### config.mk
export PLATFORM = sky130hd
export DESIGN_NAME = ssel_strap_latch
export DESIGN_NICKNAME = d
export VERILOG_FILES = /design/src/ssel_pkg.sv /design/src/ssel_strap_latch.sv /design/src/ssel_sync.sv
export VERILOG_INCLUDE_DIRS = /design/src
export SDC_FILE = /design/constraint.sdc
export NUM_CORES = 1
export LEC_CHECK = 0
export ABC_CLOCK_PERIOD_IN_PS = 3750
export BUFFER_PORTS_ARGS = -buffer_cell sky130_fd_sc_hd__buf_4
export CAP_MARGIN = 5
export CORE_ASPECT_RATIO = 0.7
export CORE_MARGIN = 1
export CORE_UTILIZATION = 54
export DETAILED_ROUTE_END_ITERATION = 6
export GPL_TIMING_DRIVEN = 0
export PLACE_DENSITY = 0.82
export SETUP_SLACK_MARGIN = 0.1
export SYNTH_ARGS = -nofsm -noshare
export SYNTH_HDL_FRONTEND = slang
export SYNTH_SLANG_ARGS = --single-unit
### constraint.sdc
create_clock -name i_clk -period 3.75 [get_ports i_clk]
set_input_delay 0.5625 -clock i_clk [delete_from_list [all_inputs] [get_ports i_clk]]
set_output_delay 0.5625 -clock i_clk [all_outputs]
set_load 0.01 [all_outputs]
### src/ssel_params.svh
// Constants for the strap latch and configuration select block
`ifndef SSEL_PARAMS_SVH
`define SSEL_PARAMS_SVH

// Strap defaults, as the internal pulls leave the pins
`define SSEL_FLOW_CTRL_RST  1'b1
`define SSEL_FIBER_RST      1'b0
`define SSEL_ADDR_RST       2'h0

// Chip address code that selects master load from the small or large EEPROM
`define SSEL_ADDR_MASTER    2'h0

// Synchroniser depth for every pin input
`define SSEL_SYNC_STAGES    2

// Strap field positions inside the packed strap word
`define SSEL_POS_FLOW       3
`define SSEL_POS_FIBER      2
`define SSEL_POS_ADDR_HI    1
`define SSEL_POS_ADDR_LO    0

// Serial clock edges allowed while select idles during a write
`define SSEL_IDLE_CLK_CNT   2'h1

`endif

### src/ssel_pkg.sv
// Types shared by the strap latch and configuration select block
`default_nettype none

package ssel_pkg;

  // Latched strap values, held from reset release to next reset
  typedef struct packed {
    logic       flow_ctrl_en;
    logic       port4_fiber;
    logic [1:0] chip_addr;
  } ssel_straps_t;

  // Drive values for the three EEPROM pins during probe and load
  typedef struct packed {
    logic select;
    logic clock;
    logic data;
  } ssel_pin_drv_t;

  // Where the configuration came from
  typedef enum logic [1:0] {
    SSEL_SRC_DEFAULTS = 2'h0,
    SSEL_SRC_SMALL    = 2'h1,
    SSEL_SRC_FIRST_CONFIG_BANK    = 2'h2
  } ssel_src_t;

  // Serial timing that outside register writes must follow
  typedef enum logic {
    SSEL_WR_LARGE = 1'b0,
    SSEL_WR_SMALL = 1'b1
  } ssel_wr_timing_t;

  // Sequencer states, Gray coded along capture-probe-load-run
  typedef enum logic [1:0] {
    SSEL_ST_CAPTURE = 2'b00,
    SSEL_ST_PROBE   = 2'b01,
    SSEL_ST_LOAD    = 2'b11,
    SSEL_ST_RUN     = 2'b10
  } ssel_state_t;

endpackage

`default_nettype wire

### src/ssel_strap_latch.sv
// Strap capture at power-on reset and configuration source select
`include "ssel_params.svh"
`default_nettype none

module ssel_strap_latch
  import ssel_pkg::*;
(
  // Core clock and synchronous reset
  input  wire logic      i_clk,
  input  wire logic      i_rst,
  // Power-on reset pin, active low, asynchronous
  input  wire logic      i_power_on_reset_low,
  // Strap pins, asynchronous
  input  wire logic      i_flow_ctrl_strap,
  input  wire logic      i_port4_fiber_select,
  input  wire logic      i_chip_addr_strap_lo,
  input  wire logic      i_chip_addr_strap_hi,
  // EEPROM probe results from the loader
  input  wire logic      i_probe_done,
  input  wire logic      i_probe_found,
  input  wire logic      i_probe_large,
  input  wire logic      i_probe_sig_ok,
  // Loader pin drive and completion
  input  wire ssel_pin_drv_t i_load_drv,
  input  wire logic      i_load_done,
  // EEPROM select pin, two-way
  input  wire logic      i_eeprom_select_pin,
  output var  logic      o_eeprom_select_pin,
  output var  logic      o_eeprom_select_pin_oe_n,
  // EEPROM serial clock pin, two-way
  input  wire logic      i_eeprom_clock_pin,
  output var  logic      o_eeprom_clock_pin,
  output var  logic      o_eeprom_clock_pin_oe_n,
  // EEPROM data out pin, two-way
  input  wire logic      i_eeprom_data_out_pin,
  output var  logic      o_eeprom_data_out_pin,
  output var  logic      o_eeprom_data_out_pin_oe_n,
  // Latched configuration
  output var  ssel_straps_t    o_straps,
  output var  logic            o_master_mode,
  output var  ssel_src_t       o_cfg_src,
  output var  ssel_wr_timing_t o_wr_timing,
  // Sequencing status
  output var  logic      o_probe_req,
  output var  logic      o_load_req,
  output var  logic      o_cfg_ready,
  // Outside register write link
  output var  logic      o_link_rise,
  output var  logic      o_link_data,
  output var  logic      o_wr_commit,
  output var  logic      o_idle_clk_error
);

  localparam int NSYNC = 8;

  // Synchronised pin levels
  logic [NSYNC-1:0] pin_async;
  logic [NSYNC-1:0] pin_rst_val;
  logic [NSYNC-1:0] pin_sync;

  assign pin_async = {i_power_on_reset_low,
                      i_flow_ctrl_strap,
                      i_port4_fiber_select,
                      i_chip_addr_strap_hi,
                      i_chip_addr_strap_lo,
                      i_eeprom_select_pin,
                      i_eeprom_clock_pin,
                      i_eeprom_data_out_pin};

  // Reset shown as asserted until the chain fills
  assign pin_rst_val = {1'b0, `SSEL_FLOW_CTRL_RST, `SSEL_FIBER_RST,
                        `SSEL_ADDR_RST, 3'h0};

  ssel_sync #(
    .WIDTH     (NSYNC)
  ) u_sync (
    .i_clk     (i_clk),
    .i_rst     (i_rst),
    .i_async   (pin_async),
    .i_rst_val (pin_rst_val),
    .o_sync    (pin_sync)
  );

  // Named views of the synchronised pins
  wire logic       por_low_s   = pin_sync[7];
  wire logic       flow_s      = pin_sync[6];
  wire logic       fiber_s     = pin_sync[5];
  wire logic [1:0] addr_s      = pin_sync[4:3];
  wire logic       link_sel_s  = pin_sync[2];
  wire logic       link_clk_s  = pin_sync[1];
  wire logic       link_dat_s  = pin_sync[0];
  wire logic       por_active  = ~por_low_s;

  // Strap word assembly from the sampled pins
  function automatic ssel_straps_t pack_straps(input logic flow,
                                                input logic fiber,
                                                input logic [1:0] addr);
    ssel_straps_t s;
    s.flow_ctrl_en = flow;
    s.port4_fiber  = fiber;
    s.chip_addr    = addr;
    return s;
  endfunction

  // Latched straps
  ssel_straps_t straps_ff;
  ssel_straps_t nxt_straps;
  ssel_straps_t strap_rst;

  assign strap_rst = pack_straps(`SSEL_FLOW_CTRL_RST, `SSEL_FIBER_RST,
                                 `SSEL_ADDR_RST);

  // sample all straps
  // Track pins while reset is held, so the last value wins at release
  // frozen after release
  assign nxt_straps = por_active
                      ? pack_straps(flow_s, fiber_s, addr_s)
                      : straps_ff;

  always_ff @(posedge i_clk)
  begin
    if (i_rst)
      straps_ff <= strap_rst;
    else
      straps_ff <= nxt_straps;
  end

  wire logic is_master = (straps_ff.chip_addr == `SSEL_ADDR_MASTER);

  // Probe outcome decode
  wire logic probe_small = i_probe_found & ~i_probe_large & i_probe_sig_ok;
  wire logic probe_large = i_probe_found & i_probe_large;

  // Sequencer state and configuration choice
  ssel_state_t     state_ff;
  ssel_state_t     nxt_state;
  ssel_src_t       src_ff;
  ssel_src_t       nxt_src;
  ssel_wr_timing_t timing_ff;
  ssel_wr_timing_t nxt_timing;

  // Next state; reset pin low always returns to capture
  always_comb
  begin
    nxt_state  = state_ff;
    nxt_src    = src_ff;
    nxt_timing = timing_ff;
    if (por_active)
    begin
      nxt_state  = SSEL_ST_CAPTURE;
      nxt_src    = SSEL_SRC_DEFAULTS;
      nxt_timing = SSEL_WR_LARGE;
    end
    else
    begin
      case (state_ff)
        SSEL_ST_CAPTURE:
        begin
          // only master chips read an EEPROM
          nxt_state = is_master ? SSEL_ST_PROBE : SSEL_ST_RUN;
        end
        SSEL_ST_PROBE:
        begin
          if (i_probe_done)
          begin
            if (probe_small)
            begin
              nxt_state  = SSEL_ST_LOAD;
              nxt_src    = SSEL_SRC_SMALL;
              nxt_timing = SSEL_WR_SMALL;
            end
            else if (probe_large)
            begin
              nxt_state  = SSEL_ST_LOAD;
              nxt_src    = SSEL_SRC_FIRST_CONFIG_BANK;
              nxt_timing = SSEL_WR_LARGE;
            end
            else
            begin
              nxt_state  = SSEL_ST_RUN;
              nxt_src    = SSEL_SRC_DEFAULTS;
              nxt_timing = SSEL_WR_LARGE;
            end
          end
        end
        SSEL_ST_LOAD:
        begin
          if (i_load_done)
            nxt_state = SSEL_ST_RUN;
        end
        SSEL_ST_RUN:
        begin
          nxt_state = SSEL_ST_RUN;
        end
        default:
        begin
          nxt_state = SSEL_ST_CAPTURE;
        end
      endcase
    end
  end

  always_ff @(posedge i_clk)
  begin
    if (i_rst)
    begin
      state_ff  <= SSEL_ST_CAPTURE;
      src_ff    <= SSEL_SRC_DEFAULTS;
      timing_ff <= SSEL_WR_LARGE;
    end
    else
    begin
      state_ff  <= nxt_state;
      src_ff    <= nxt_src;
      timing_ff <= nxt_timing;
    end
  end

  // Pin drive: only the loader phases own the pins
  // released while reset asserted
  wire logic drive_pins = ~por_active &
                          ((state_ff == SSEL_ST_PROBE) |
                           (state_ff == SSEL_ST_LOAD));

  ssel_pin_drv_t drv_ff;
  logic          drive_ff;

  // Registered pin values avoid glitches on the EEPROM clock
  always_ff @(posedge i_clk)
  begin
    if (i_rst)
    begin
      drv_ff   <= '0;
      drive_ff <= 1'b0;
    end
    else
    begin
      drv_ff   <= drive_pins ? i_load_drv : '0;
      drive_ff <= drive_pins;
    end
  end

  // Enable also cut at once by the reset pin, not a cycle later
  wire logic pin_oe_n = ~(drive_ff & ~por_active);

  assign o_eeprom_select_pin        = drv_ff.select;
  assign o_eeprom_clock_pin         = drv_ff.clock;
  assign o_eeprom_data_out_pin      = drv_ff.data;
  assign o_eeprom_select_pin_oe_n   = pin_oe_n;
  assign o_eeprom_clock_pin_oe_n    = pin_oe_n;
  assign o_eeprom_data_out_pin_oe_n = pin_oe_n;

  // Link edge detection on synchronised levels
  logic clk_prev_ff;
  logic sel_prev_ff;

  always_ff @(posedge i_clk)
  begin
    if (i_rst)
    begin
      clk_prev_ff <= 1'b0;
      sel_prev_ff <= 1'b0;
    end
    else
    begin
      clk_prev_ff <= link_clk_s;
      sel_prev_ff <= link_sel_s;
    end
  end

  wire logic in_run   = (state_ff == SSEL_ST_RUN) & ~por_active;
  wire logic clk_rise = link_clk_s & ~clk_prev_ff & in_run;
  wire logic sel_fall = ~link_sel_s & sel_prev_ff & in_run;
  wire logic idle_rise = clk_rise & ~link_sel_s;

  // count clocks while select idles
  // Armed by the end of a frame; the first idle clock commits the
  // write, any further one before the next frame is an error
  logic [1:0] idle_cnt_ff;
  logic [1:0] nxt_idle_cnt;
  logic       armed_ff;

  assign nxt_idle_cnt = sel_fall ? 2'h0
                      : (idle_rise & armed_ff & (idle_cnt_ff != 2'h3))
                        ? idle_cnt_ff + 2'h1
                        : idle_cnt_ff;

  always_ff @(posedge i_clk)
  begin
    if (i_rst | ~in_run)
    begin
      idle_cnt_ff <= 2'h0;
      armed_ff    <= 1'b0;
    end
    else
    begin
      idle_cnt_ff <= nxt_idle_cnt;
      armed_ff    <= sel_fall | (armed_ff & ~link_sel_s);
    end
  end

  // Commit and error pulses, plus sampled link data
  logic commit_ff;
  logic error_ff;
  logic rise_ff;
  logic data_ff;

  always_ff @(posedge i_clk)
  begin
    if (i_rst)
    begin
      commit_ff <= 1'b0;
      error_ff  <= 1'b0;
      rise_ff   <= 1'b0;
      data_ff   <= 1'b0;
    end
    else
    begin
      commit_ff <= idle_rise & armed_ff &
                   (idle_cnt_ff == `SSEL_IDLE_CLK_CNT - 2'h1);
      error_ff  <= idle_rise & armed_ff &
                   (idle_cnt_ff >= `SSEL_IDLE_CLK_CNT);
      rise_ff   <= clk_rise & link_sel_s;
      data_ff   <= clk_rise & link_sel_s ? link_dat_s : data_ff;
    end
  end

  // Outputs
  assign o_straps         = straps_ff;
  assign o_master_mode    = is_master;
  assign o_cfg_src        = src_ff;
  assign o_wr_timing      = timing_ff;
  assign o_probe_req      = (state_ff == SSEL_ST_PROBE) & ~por_active;
  assign o_load_req       = (state_ff == SSEL_ST_LOAD) & ~por_active;
  assign o_cfg_ready      = in_run;
  assign o_link_rise      = rise_ff;
  assign o_link_data      = data_ff;
  assign o_wr_commit      = commit_ff;
  assign o_idle_clk_error = error_ff;

endmodule

`default_nettype wire

### src/ssel_sync.sv
// Two flip-flop synchroniser for a group of pin inputs
`default_nettype none

module ssel_sync #(
  parameter int WIDTH = 8
) (
  // Clock and reset
  input  wire logic             i_clk,
  input  wire logic             i_rst,
  // Asynchronous levels in, synchronised levels out
  input  wire logic [WIDTH-1:0] i_async,
  input  wire logic [WIDTH-1:0] i_rst_val,
  output var  logic [WIDTH-1:0] o_sync
);

  logic [WIDTH-1:0] meta_ff;
  logic [WIDTH-1:0] sync_ff;

  // First stage feeds only the second stage
  always_ff @(posedge i_clk)
  begin
    if (i_rst)
    begin
      meta_ff <= '0;
      sync_ff <= '0;
    end
    else
    begin
      meta_ff <= i_async;
      sync_ff <= meta_ff;
    end
  end

  // Reset value shown until the chain has filled
  logic [1:0] fill_ff;

  always_ff @(posedge i_clk)
  begin
    if (i_rst)
      fill_ff <= 2'h0;
    else if (fill_ff != 2'h2)
      fill_ff <= fill_ff + 2'h1;
  end

  assign o_sync = (fill_ff == 2'h2) ? sync_ff : i_rst_val;

endmodule

`default_nettype wire
==> reports/summary.txt <==
Worst Setup End Kind: primary output
Ys Warns: 0
Power Internal: 0.751 mW
Clock latency on the worst-skew pair: 280 ps
Final hold vios: 0
CTS resizes: 0
Pins Over Slew Limit: 0
Final Skew: 3.54 ps
TNS Setup: 0 ps
Crit path top cell by count: buf_4
Number of global-route vias before repair: 948
Count leader, synth: dfxtp_1
Worst-path fanout max: 10
Fin crit share: 58.1%
Arrival @ worst endpoint: 1620 ps
Rel. slew slack: 64.6%
Multi-input gate area: 607 um2
Yosys reg bits: 39
DR vias/cell: 5.05
Grt ovf: 0
Min-Delay Path Class: register to register
Die area: 2920 um2
Largest area contributor in the netlist: dfxtp_1
Tmin final: 2180 ps
Rows: 15
CP startpoint kind: register
Crit path max-delay cell type: dfxtp_1
Post-CTS Setup Inserts: 0
Worst Path Required: 3190 ps
Routed Antenna Nets: 0
Slew @ Worst Pin: 530 ps
CTS hold repair buffers: 0
Mapped Avg Cell Area: 11.0 um2
Fin nets: 200
Global-route wire length before repair: 4150 um
Post-synth top cells: dfxtp_1, nor2b_1, nor2_1
Die W: 64.1 um
Cell leakage power: 0.878 nW
Sw power: 0.208 mW
Reg clk slew, reported paths: 70 ps
Mapped Cells: 133
Clk pwr share: 42.0%
Iteration count of the initial detailed-routing pass: 4
Filler cells: 194
Critical setup path kind: register to primary output
Share of layout cells above drive strength 1: 33.0%
Final wirelength: 2730 um
Met1 WL: 1140 um
Area Growth Syn to Fin: 31.6%
Setup violations, final: 0
Gr usage total: 20.0%
Top-level I/O count: 39
Cell Area, Synth: 1460 um2
CTS max path bufs: 2
Cts bufs inserted: 5
Maximum VDD drop: 0.345 mV
Gate power share: 11.3%
Fmax: 459 MHz
Routed wire length on met3: 148 um
CP Buf/Inv Count: 4
Sw Share: 21.7%
P per Cell Area: 500 nW/um2
CTS tree: yes
Yosys cell types: 32
DRC: 0
Crit path max-delay family: buffers and inverters
RSZ-0062 raised after global routing: false
Top-area cell type share of the netlist area: 53.5%
Metal2 WL: 1410 um
Die height: 45.5 um
Dpl hpwl: 2060 um
Ys async rst share: 0%
Status: complete, no violations
Highest routed layer: met4
IO Port Bufs: 38
Post-synth top flop: dfxtp_1
H-tree depth: 2
Crit path cell chain: inv_1, ha_1, buf_4, nand3_1, buf_4, buf_4
Critical Path Max Stage Delay: 320 ps
Num Clock Sinks: 39
Antenna cells: 0
CTS root buffer: clkbuf_8
Largest net degree at the start of global routing: 13
Routability cong.: 0.775
Initial detailed-routing violation count: 69
Flop pwr share: 46.7%
Placeable Area: 2510 um2
Number of max-cap violations: 0
Starting Density: 58.0%
Synthesized netlist net count: 155
Wire per inst: 12.8 um
Routed vias: 1075
Initial antenna violation count: 0
Register area: 781 um2
Synth top area cells: dfxtp_1, nor2b_1, mux2i_1, ha_1, nor2_1
Register area share after synthesis: 53.5%
EDFF count, synth: 0
Tot Pwr: 0.959 mW
==> sequential cells by signal (all words and copies together) (netlist names) <==
name	cells
o_wr_commit	1
o_eeprom_select_pin	1
o_idle_clk_error	1
o_cfg_src	2
drive_ff	1
u_sync.meta_ff	8
o_straps	4
idle_cnt_ff	2
sel_prev_ff	1
u_sync.sync_ff	8
clk_prev_ff	1
state_ff	2
u_sync.fill_ff	2
o_eeprom_data_out_pin	1
o_link_rise	1
o_link_data	1
o_eeprom_clock_pin	1
armed_ff	1
==> cells in the final DEF (no fill, tap or decap), drive strengths merged <==
cell type and count:
clkinv 1, nand3 4, ha 4, nand3b 1
nand2 2, and3 4, o21ai 2, nor2 12
nor2b 17, a211oi 1, a21bo 2, and3b 2
mux2i 9, clkbuf 8, a21oi 1, bufinv 2
xor2 1, dfxtp 39, or2 1, inv 6
and2 3, nand4 4, buf 43, nand2b 1
o311ai 1, nor3 2, nor4b 1, nand4b 1
nor4 2, o41ai 1, o2bb2ai 1
==> kinds of logic after synthesis <==
kind of cell             share of synthesized area [%]
AO/OA/AOI/OAI                                     5.23
XOR/XNOR                                         0.600
adder cells (fa/ha/maj)                           3.43
buffers and inverters                             4.89
flip-flops                                        53.5
multiplexers                                      6.18
AND/OR/NAND/NOR                                   26.2
==> layer usage <==
| metal | up-vias | GRT usage, % |
|---|---|---|
| li1 | 534 | - |
| met1 | 500 | 22.9 |
| met2 | 36 | 34.7 |
| met3 | 5 | 6.00 |
| met4 | 0 | 11.1 |
| met5 | - | 0 |
==> cell type report <==
cell class	instances	share of cell area, %
timing repair buffer	38	14.9
inverter	7	1.37
clock buffer	6	3.78
multi-input combinational	80	31.6
clock inverter	2	3.13
sequential	39	40.7
buffer	7	2.35
tap	34	2.22
==> metrics by stage <==
step / setup slack, ps / util (%) / cell area [um2] / hold slack, ps / std cells
global route: 1450 / 76.3 / 1920 / 460 / 213
finish: 1570 / 76.3 / 1920 / 439 / 213
CTS: 1550 / 76.3 / 1920 / 440 / 213
global placement: 1930 / 71.0 / 1790 / 420 / 205
floorplan: 2070 / - / 1460 / 414 / 133
detailed placement: 1900 / 71.0 / 1790 / 422 / 205
==> final timing paths <==
check,startpoint,to,slack (ps),depth (start not counted)
max,u_sync.fill_ff[0],o_eeprom_data_out_pin_oe_n,1570,6
min,u_sync.meta_ff[1],u_sync.sync_ff[1],440,1
max reg2reg,u_sync.fill_ff[0],o_link_data,2130,6
min reg2reg,u_sync.meta_ff[1],u_sync.sync_ff[1],440,1
==> power by group through the flow <==
stage	sequential (mW)	combinational, mW	clock, mW
2_1_floorplan	0.455	0.0716	0
3_3_place_gp	0.455	0.103	0
3_5_place_dp	0.457	0.108	0
4_1_cts	0.448	0.109	0.407
5_1_grt	0.450	0.121	0.428
6_report	0.448	0.108	0.403
No activity file was read; power rests on OpenSTA's default activity.
